==> config.mk <==
export PLATFORM = sky130hd
export DESIGN_NAME = sbp_slave
export DESIGN_NICKNAME = d
export VERILOG_FILES = /design/src/verilog/sbp_pkg.sv /design/src/verilog/sbp_slave.sv
export SDC_FILE = /design/constraint.sdc
export NUM_CORES = 1
export LEC_CHECK = 0
export BUFFER_PORTS_ARGS = -buffer_cell sky130_fd_sc_hd__buf_2
export CELL_PAD_IN_SITES_DETAIL_PLACEMENT = 0
export CELL_PAD_IN_SITES_GLOBAL_PLACEMENT = 1
export CORE_ASPECT_RATIO = 1.4
export CORE_MARGIN = 8
export CORE_UTILIZATION = 45
export CTS_CLUSTER_DIAMETER = 60
export CTS_CLUSTER_SIZE = 40
export DETAILED_ROUTE_END_ITERATION = 10
export PLACE_DENSITY_LB_ADDON = 0.08
export SKIP_CTS_REPAIR_TIMING = 1
export SLEW_MARGIN = 25
export SYNTH_ARGS = -nofsm -noshare
export SYNTH_HDL_FRONTEND = slang
export SYNTH_SLANG_ARGS = --single-unit
==> constraint.sdc <==
create_clock -name ref_clk -period 7.2 [get_ports ref_clk]
set_clock_uncertainty 0.1 [all_clocks]
set_input_delay 0.72 -clock ref_clk [delete_from_list [all_inputs] [get_ports ref_clk]]
set_output_delay 0.72 -clock ref_clk [all_outputs]
set_load 0.03 [all_outputs]
==> src/verilog/sbp_pkg.sv <==
package sbp_pkg;
  localparam logic [4:0] SBP_ADDR_HI = 5'h12;
  localparam logic [7:0] SBP_PTR_RESET = 8'h00;
  localparam logic [2:0] SBP_BIT_LAST = 3'h7;
  localparam logic [2:0] SBP_BIT_FIRST = 3'h0;
  localparam logic [2:0] SBP_BIT_STEP = 3'h1;
  localparam logic [7:0] SBP_PTR_STEP = 8'h01;

  typedef enum {
    SBP_IDLE,
    SBP_ADDR,
    SBP_ADDR_ACK,
    SBP_PTR,
    SBP_PTR_ACK,
    SBP_WDATA,
    SBP_WDATA_ACK,
    SBP_RDATA,
    SBP_RDATA_ACK
  } sbp_state_t;

  // register-space access toward the bay control logic
  typedef struct packed {
    logic wr_en;
    logic rd_en;
    logic [7:0] addr;
    logic [7:0] wdata;
  } sbp_reg_req_t;

  typedef struct packed {
    logic [1:0] scl_sync;
    logic [1:0] sda_sync;
    logic scl_prev;
    logic sda_prev;
    logic [1:0] sel_meta;
    logic [1:0] sel_sync;
    logic [1:0] sel_wait;
    logic [1:0] slave_lo;
    logic sel_taken;
    sbp_state_t state;
    logic [2:0] bit_cnt;
    logic byte_full;
    logic [7:0] shift;
    logic [7:0] ptr;
    logic sda_low;
    logic alert_low;
    sbp_reg_req_t req;
  } sbp_state_reg_t;
endpackage : sbp_pkg

==> src/verilog/sbp_slave.sv <==
// Functional notes
// - answer only address 10010 plus the two sampled select bits.
// - direction bit 0 means write, 1 means read.
// - first write byte after address loads the pointer.
// - pointer clears to zero on reset.
// - further write bytes store at pointer, pointer then increments.
// - reads send from pointer while master acknowledges.
// - on read not-acknowledge release data and wait for start.
// - pointer increments as each read byte is loaded for sending.
// - writes to unimplemented locations are dropped by the register side.
// - alert pulled low while an interrupt event is pending.
// - alert stays low until status or enable bit clears.
// - ignore alert response address and general call.
// - start is sda fall with scl high, stop is sda rise.
// - acknowledge matching address and each written byte.
// - pointer wraps from highest value to zero.
// - select pins sampled right after reset.
module sbp_slave
  import sbp_pkg::*;
(
  // clock and reset
  input wire logic ref_clk,
  input wire logic rstn,
  // serial bus pins
  input wire logic scl_in,
  input wire logic sda_in,
  output logic sda_out,
  output logic sda_oe_n,
  // straps and alert
  input wire logic [1:0] address_select_pins,
  input wire logic irq_pending,
  output logic alert_request_n,
  output logic alert_oe_n,
  // register space
  output sbp_reg_req_t reg_req,
  input wire logic [7:0] reg_rdata
);

  sbp_state_reg_t st_reg;
  sbp_state_reg_t st_next;

  logic scl;
  logic sda;
  logic scl_rise;
  logic scl_fall;
  logic start_cond;
  logic stop_cond;

  // shared by write, first read and burst read; wraps FF to 00
  function automatic logic [7:0] sbp_ptr_inc(input logic [7:0] p);
    return p + SBP_PTR_STEP;
  endfunction : sbp_ptr_inc

  assign scl = st_reg.scl_sync[1];
  assign sda = st_reg.sda_sync[1];
  assign scl_rise = scl && !st_reg.scl_prev;
  assign scl_fall = !scl && st_reg.scl_prev;
  assign start_cond = scl && st_reg.scl_prev && st_reg.sda_prev && !sda;
  assign stop_cond = scl && st_reg.scl_prev && !st_reg.sda_prev && sda;

  always_comb begin
    st_next = st_reg;
    st_next.scl_sync = {st_reg.scl_sync[0], scl_in};
    st_next.sda_sync = {st_reg.sda_sync[0], sda_in};
    st_next.sel_meta = address_select_pins;
    st_next.sel_sync = st_reg.sel_meta;
    st_next.sel_wait = {st_reg.sel_wait[0], 1'b1};
    st_next.scl_prev = scl;
    st_next.sda_prev = sda;
    st_next.req.wr_en = 1'b0;
    st_next.req.rd_en = 1'b0;
    // alert follows the pending level from the event logic
    st_next.alert_low = irq_pending;
    // straps taken once, after both sync stages have filled
    if (!st_reg.sel_taken && st_reg.sel_wait[1]) begin
      st_next.sel_taken = 1'b1;
      st_next.slave_lo = st_reg.sel_sync;
    end
    if (start_cond) begin
      st_next.state = SBP_ADDR;
      st_next.bit_cnt = SBP_BIT_FIRST;
      st_next.byte_full = 1'b0;
      st_next.sda_low = 1'b0;
    end else if (stop_cond) begin
      st_next.state = SBP_IDLE;
      st_next.sda_low = 1'b0;
    end else begin
      case (st_reg.state)
        SBP_IDLE: begin
          st_next.sda_low = 1'b0;
        end
        SBP_ADDR, SBP_PTR, SBP_WDATA: begin
          if (scl_rise) begin
            st_next.shift = {st_reg.shift[6:0], sda};
            st_next.bit_cnt = st_reg.bit_cnt + SBP_BIT_STEP;
            // counter is zero both before and after a byte, so flag it
            st_next.byte_full = (st_reg.bit_cnt == SBP_BIT_LAST);
          end
          if (scl_fall && st_reg.byte_full) begin
            st_next.byte_full = 1'b0;
            case (st_reg.state)
              SBP_ADDR: begin
                // match only own address; others ignored
                if (st_reg.shift[7:1] == {SBP_ADDR_HI, st_reg.slave_lo}) begin
                  st_next.sda_low = 1'b1;
                  st_next.state = SBP_ADDR_ACK;
                end else begin
                  st_next.state = SBP_IDLE;
                end
              end
              SBP_PTR: begin
                st_next.ptr = st_reg.shift;
                st_next.sda_low = 1'b1;
                st_next.state = SBP_PTR_ACK;
              end
              default: begin
                st_next.req.wr_en = 1'b1;
                st_next.req.addr = st_reg.ptr;
                st_next.req.wdata = st_reg.shift;
                st_next.ptr = sbp_ptr_inc(st_reg.ptr);
                st_next.sda_low = 1'b1;
                st_next.state = SBP_WDATA_ACK;
              end
            endcase
          end
        end
        SBP_ADDR_ACK, SBP_PTR_ACK, SBP_WDATA_ACK: begin
          if (scl_fall) begin
            st_next.sda_low = 1'b0;
            st_next.bit_cnt = SBP_BIT_FIRST;
            if (st_reg.state == SBP_ADDR_ACK) begin
              if (st_reg.shift[0]) begin
                st_next.shift = reg_rdata;
                st_next.req.rd_en = 1'b1;
                st_next.req.addr = st_reg.ptr;
                st_next.ptr = sbp_ptr_inc(st_reg.ptr);
                st_next.sda_low = !reg_rdata[7];
                st_next.state = SBP_RDATA;
              end else begin
                st_next.state = SBP_PTR;
              end
            end else begin
              st_next.state = SBP_WDATA;
            end
          end
        end
        SBP_RDATA: begin
          if (scl_fall) begin
            if (st_reg.bit_cnt == SBP_BIT_LAST) begin
              st_next.sda_low = 1'b0;
              // only the master's ack sets the counter back to last
              st_next.bit_cnt = SBP_BIT_FIRST;
              st_next.state = SBP_RDATA_ACK;
            end else begin
              st_next.bit_cnt = st_reg.bit_cnt + SBP_BIT_STEP;
              st_next.shift = {st_reg.shift[6:0], 1'b0};
              st_next.sda_low = !st_reg.shift[6];
            end
          end
        end
        SBP_RDATA_ACK: begin
          if (scl_rise) begin
            if (sda) begin
              st_next.state = SBP_IDLE;
            end else begin
              st_next.bit_cnt = SBP_BIT_LAST;
            end
          end
          if (scl_fall && st_reg.bit_cnt == SBP_BIT_LAST) begin
            st_next.bit_cnt = SBP_BIT_FIRST;
            st_next.shift = reg_rdata;
            st_next.req.rd_en = 1'b1;
            st_next.req.addr = st_reg.ptr;
            st_next.ptr = sbp_ptr_inc(st_reg.ptr);
            st_next.sda_low = !reg_rdata[7];
            st_next.state = SBP_RDATA;
          end
        end
        default: begin
          st_next.state = SBP_IDLE;
        end
      endcase
    end
  end

  always_ff @(posedge ref_clk or negedge rstn) begin
    if (!rstn) begin
      st_reg <= '0;
      st_reg.ptr <= SBP_PTR_RESET;
      st_reg.state <= SBP_IDLE;
      st_reg.scl_sync <= 2'h3;
      st_reg.sda_sync <= 2'h3;
      st_reg.scl_prev <= 1'b1;
      st_reg.sda_prev <= 1'b1;
    end else begin
      st_reg <= st_next;
    end
  end

  assign sda_out = 1'b0;
  assign sda_oe_n = !st_reg.sda_low;
  assign alert_request_n = !st_reg.alert_low;
  assign alert_oe_n = !st_reg.alert_low;
  assign reg_req = st_reg.req;

  // ack driven only in an acknowledge state
  ack_drive_a: assert property (
    @(posedge ref_clk) disable iff (!rstn)
    (st_reg.sda_low && st_reg.state != SBP_RDATA) |->
    (st_reg.state inside {SBP_ADDR_ACK, SBP_PTR_ACK, SBP_WDATA_ACK}))
    else $error("data line low outside acknowledge");
  // alert follows pending level with one cycle lag
  alert_follow_a: assert property (
    @(posedge ref_clk) disable iff (!rstn)
    irq_pending |=> !alert_request_n)
    else $error("alert not asserted");
  // write strobe carries the pointer before its increment
  wr_ptr_a: assert property (
    @(posedge ref_clk) disable iff (!rstn)
    reg_req.wr_en |-> st_reg.ptr == sbp_ptr_inc(reg_req.addr))
    else $error("pointer not advanced after write");
  nack_idle_a: assert property (
    @(posedge ref_clk) disable iff (!rstn)
    (st_reg.state == SBP_RDATA_ACK && scl_rise && sda && !stop_cond &&
     !start_cond) |=> st_reg.state == SBP_IDLE && sda_oe_n)
    else $error("read not ended on nack");
  start_addr_a: assert property (
    @(posedge ref_clk) disable iff (!rstn)
    start_cond |=> st_reg.state == SBP_ADDR &&
    st_reg.bit_cnt == SBP_BIT_FIRST && !st_reg.byte_full)
    else $error("start not restarting");
  // foreign address leaves line and pointer alone
  nomatch_a: assert property (
    @(posedge ref_clk) disable iff (!rstn)
    (st_reg.state == SBP_ADDR && st_reg.byte_full && scl_fall &&
     !start_cond && !stop_cond &&
     st_reg.shift[7:1] != {SBP_ADDR_HI, st_reg.slave_lo}) |=>
    (st_reg.state == SBP_IDLE && sda_oe_n && $stable(st_reg.ptr)))
    else $error("foreign address not ignored");
  rd_ptr_a: assert property (
    @(posedge ref_clk) disable iff (!rstn)
    reg_req.rd_en |-> st_reg.ptr == sbp_ptr_inc(reg_req.addr))
    else $error("pointer not advanced after read");
  ptr_load_a: assert property (
    @(posedge ref_clk) disable iff (!rstn)
    (st_reg.state == SBP_PTR && st_next.state == SBP_PTR_ACK) |=>
    st_reg.ptr == $past(st_reg.shift))
    else $error("pointer not loaded");
  idle_release_a: assert property (
    @(posedge ref_clk) disable iff (!rstn)
    st_reg.state == SBP_IDLE |-> sda_oe_n)
    else $error("data line driven while idle");
  idle_ptr_a: assert property (
    @(posedge ref_clk) disable iff (!rstn)
    (st_reg.state == SBP_IDLE && !start_cond) |=> $stable(st_reg.ptr))
    else $error("pointer moved while idle");
  ack_hold_a: assert property (
    @(posedge ref_clk) disable iff (!rstn)
    st_reg.state inside {SBP_ADDR_ACK, SBP_PTR_ACK, SBP_WDATA_ACK} |->
    !sda_oe_n)
    else $error("acknowledge not driven");
  // line free for the master's ack bit
  rack_release_a: assert property (
    @(posedge ref_clk) disable iff (!rstn)
    st_reg.state == SBP_RDATA_ACK |-> sda_oe_n)
    else $error("line driven in master ack");
  // alert released once cause is gone
  alert_clear_a: assert property (
    @(posedge ref_clk) disable iff (!rstn)
    !irq_pending |=> alert_request_n && alert_oe_n)
    else $error("alert held without cause");
  strap_take_a: assert property (
    @(posedge ref_clk) disable iff (!rstn)
    (!st_reg.sel_taken && st_reg.sel_wait[1]) |=>
    st_reg.sel_taken && st_reg.slave_lo == $past(st_reg.sel_sync))
    else $error("straps not taken");
  strap_hold_a: assert property (
    @(posedge ref_clk) disable iff (!rstn)
    st_reg.sel_taken |=> $stable(st_reg.slave_lo))
    else $error("straps changed after sampling");
  // stored byte is the byte received
  wr_data_a: assert property (
    @(posedge ref_clk) disable iff (!rstn)
    reg_req.wr_en |-> reg_req.wdata == $past(st_reg.shift))
    else $error("write data differs from received byte");
  // one register access at a time
  strobe_excl_a: assert property (
    @(posedge ref_clk) disable iff (!rstn)
    !(reg_req.wr_en && reg_req.rd_en))
    else $error("read and write strobes together");
  read_launch_a: assert property (
    @(posedge ref_clk) disable iff (!rstn)
    (st_reg.state == SBP_ADDR_ACK && scl_fall && st_reg.shift[0] &&
     !start_cond && !stop_cond) |=>
    reg_req.rd_en && st_reg.state == SBP_RDATA)
    else $error("read byte not launched");
endmodule : sbp_slave

==> impl_results.md <==
- Final WL: 8000 um
- ANT nets after route: 0
- Final instance area: 3670 sq um
- P&R area growth vs syn: 9.27%
- Final hold violation count: 0
- Initial Util: 45.9%
- CTS Buffer Depth: 2
- Post-synthesis cell count: 323
- Drt drc: 0
- Pins Over Slew Limit: 0
- Post-synth EDFFs: 0
- Site Rows: 37
- IO Port Bufs: 35
- DR vias: 2522
- Yosys cell types: 60
- Final #Nets: 356
- Dpl cells: 424
- CTS sink count: 59
- FMAX: 0.312 GHz
- Avg Inst Size Synth: 10.4 sq um
- Final period util: 44.5%
- H-tree levels: 3
- DR vias/cell: 5.73
- Layout cells sized above 1: 31.5%
- Leak Pwr: 0.00169 uW
- R2R cell count: 5
- Sequential element share of the synthesized area: 44.2%
- Slew @ Worst Pin: 0.894 ns
- CTS Buf Count: 9
- Largest net degree at the start of global routing: 60
- FF-to-FF Start: st_reg[40]$_DFFE_PN0P_
- Chip height: 118 um
- Hold_sp: st_next[77]$_DFF_PN0_
- Power Total: 928 uW
- CTS tree: yes
- Setup crit end kind: flop
- Vias in the first global route: 2628
- DR pass1 iterations: 4
- PD cells: 253 nW/um^2
- Global route overflow: 0
- Placed Instance Area: 3470 sq um
- Final WS setup: 3.99 ns
- Final min period: 3.21 ns
- DPL Wire Length: 5580 um
- # IOs: 37
- Fin cells: 440
- Routability cong.: 0.835
- Syn Std Cell Area: 3360 sq um
- Ys Warns: 0
- Reg-to-Reg End: reg_req[10]$_DFFE_PN0P_
- R2R Setup Slk: 3.99 ns
- Run status: finished clean
- Hold Path Sink: st_reg[77]$_DFF_PN0_
- Main synth FF type: dfrtp_1
- Setup violators final: 0
- Initial antenna violation count: 0
- Yosys top cell by area: dfrtp_1
- CP arrival: 3.34 ns
- Asr flop ratio synth: 100%
- Worst VDD drop: 0.164 mV
- Synth area leaders: dfrtp_1, mux2_2, dfstp_2
- CP max FO: 27
- Worst hold path stage count: 0
- Clock-pin slew on the worst setup and hold paths: 0.08 ns
- Avg WL per Cell: 18.2 um
- Initial DRC Count: 142
- Die area: 10500 sq um
- Die Width: 89.0 um
- Gr usage total: 16.3%
- Unrepaired setup endpoints after global routing: false
- Slew HR: 39.8%
- #FFs+latches synth: 59
- Syn Nets: 341
- Core Area: 7310 sq um
- First-pass GRT wire length: 13100 um
- Crit path kind: reg2reg
- Antenna fix cells: 0
- Hold WC Path Type: reg2reg
- Placement Setup Slack: 4.03 ns
- Clk Latency, worst-skew pair: 0.35 ns
- Share of the synthesized area in the top cell type: 39.5%
- Max-cap violation count: 0
- Fin Setup TNS: 0 ns
- Clock Tree Root: clkbuf_8
- Max reg flops: 34
- Worst path required time: 7.33 ns
- Critical path startpoint category: flop
==> power breakdown <==
| part | internal, uW | switching [uW] | total [uW] |
|---|---|---|---|
| clock network | 160 | 139 | 299 |
| logic | 99.4 | 96.5 | 196 |
| registers | 376 | 57.4 | 433 |
==> synthesized netlist by cell type (all sizes together) (2+ instances only) <==
cell and number:
nor2 12, inv 14, mux2 34, nor3 3, a21boi 2, a22o 12
dfstp 6, o41ai 2, o21a 3, nor4 2, clkbuf 11, nand2 14
ha 3, o2111ai 2, o21ai 13, a32oi 2, nand3 6, a21o 3
o2bb2ai 2, nor2b 6, a31oi 3, o31ai 4, a32o 2, buf 23
and3 10, and2 3, nand2b 11, conb 2, o211ai 4, and3b 3
a22oi 2, xor2 2, or3b 3, a21oi 22, or2 4, dfrtp 53
==> worst max path at each step <==
stage	startpoint	end	slack (ns)	depth (start not counted)
detailed placement	st_reg[40]$_DFFE_PN0P_	reg_req[10]$_DFFE_PN0P_	4.03	5
global placement	st_reg[40]$_DFFE_PN0P_	reg_req[14]$_DFFE_PN0P_	4.05	5
finish	st_reg[40]$_DFFE_PN0P_	reg_req[10]$_DFFE_PN0P_	3.99	5
global route	st_reg[40]$_DFFE_PN0P_	reg_req[13]$_DFFE_PN0P_	3.80	5
CTS	st_reg[40]$_DFFE_PN0P_	reg_req[10]$_DFFE_PN0P_	4.00	5
floorplan	st_reg[40]$_DFFE_PN0P_	st_reg[29]$_DFFE_PN0P_	4.64	6
==> logic make-up after synthesis <==
| logic type | Yosys count | synth area share, % |
|---|---|---|
| buffers and inverters | 48 | 7.71 |
| multiplexers | 35 | 11.7 |
| other | 2 | 0.223 |
| XOR/XNOR | 3 | 0.782 |
| AND/OR/NAND/NOR | 84 | 14.8 |
| adder cells (fa/ha/maj) | 3 | 1.12 |
| AO/OA/AOI/OAI | 89 | 19.5 |
| flip-flops | 59 | 44.2 |
==> layout make-up <==
cell class / instances / area (sq um)
clock buffers: 10 / 128
inverters: 14 / 52.6
well taps: 97 / 121
fillers: 723 / 3640
repair buffers: 38 / 198
clock inverters: 6 / 66.3
multi-input cells: 216 / 1620
flip-flops and latches: 59 / 1480
==> cell usage in the layout, fill, tap and decap left out, types with 2 or more instances in the layout <==
cell type   instances
conb_1              2
nand2_1            14
mux2_2             34
a22oi_1             2
o211ai_1            4
o21ai_0            13
a21o_1              3
and3_1             10
inv_1              14
or3b_2              3
o2111ai_1           2
clkinvlp_4          3
nor3_1              2
nor2b_1             6
buf_4               3
o2bb2ai_1           2
dfstp_2             6
nor2_1             12
a31oi_1             3
and2_0              3
o31ai_1             4
a21oi_1            22
ha_1                3
a21boi_0            2
xor2_1              2
nand3_1             6
or2_2               4
dfrtp_1            53
buf_2              35
a22o_1             12
a32o_1              2
a32oi_1             2
clkbuf_8            9
and3b_1             3
o21a_1              2
nand2b_1           11
==> routing by layer <==
| metal | vias up | wire length, um | track usage, % |
|---|---|---|---|
| met5 | - | 0 | 0 |
| met4 | 0 | 187 | 8.88 |
| met3 | 13 | 220 | 3.26 |
| met2 | 43 | 4230 | 27.2 |
| met1 | 1279 | 3350 | 18.7 |
| li1 | 1187 | - | - |
==> critical path, stage by stage (launching register included) <==
cell and delay [ns]:
dfrtp_1 0.82, or4b_1 0.39, o221ai_1 0.22, a2111oi_4 0.67, o311a_1 0.50, mux2_2 0.38
==> through the flow <==
stage               hold slack [ns]  util [%]
finish                        0.253      50.2
global route                  0.259      50.2
CTS                           0.256      50.1
detailed placement            0.238      47.5
global placement              0.234      47.5
floorplan                     0.231         -
(Power assumes the default switching activity.)
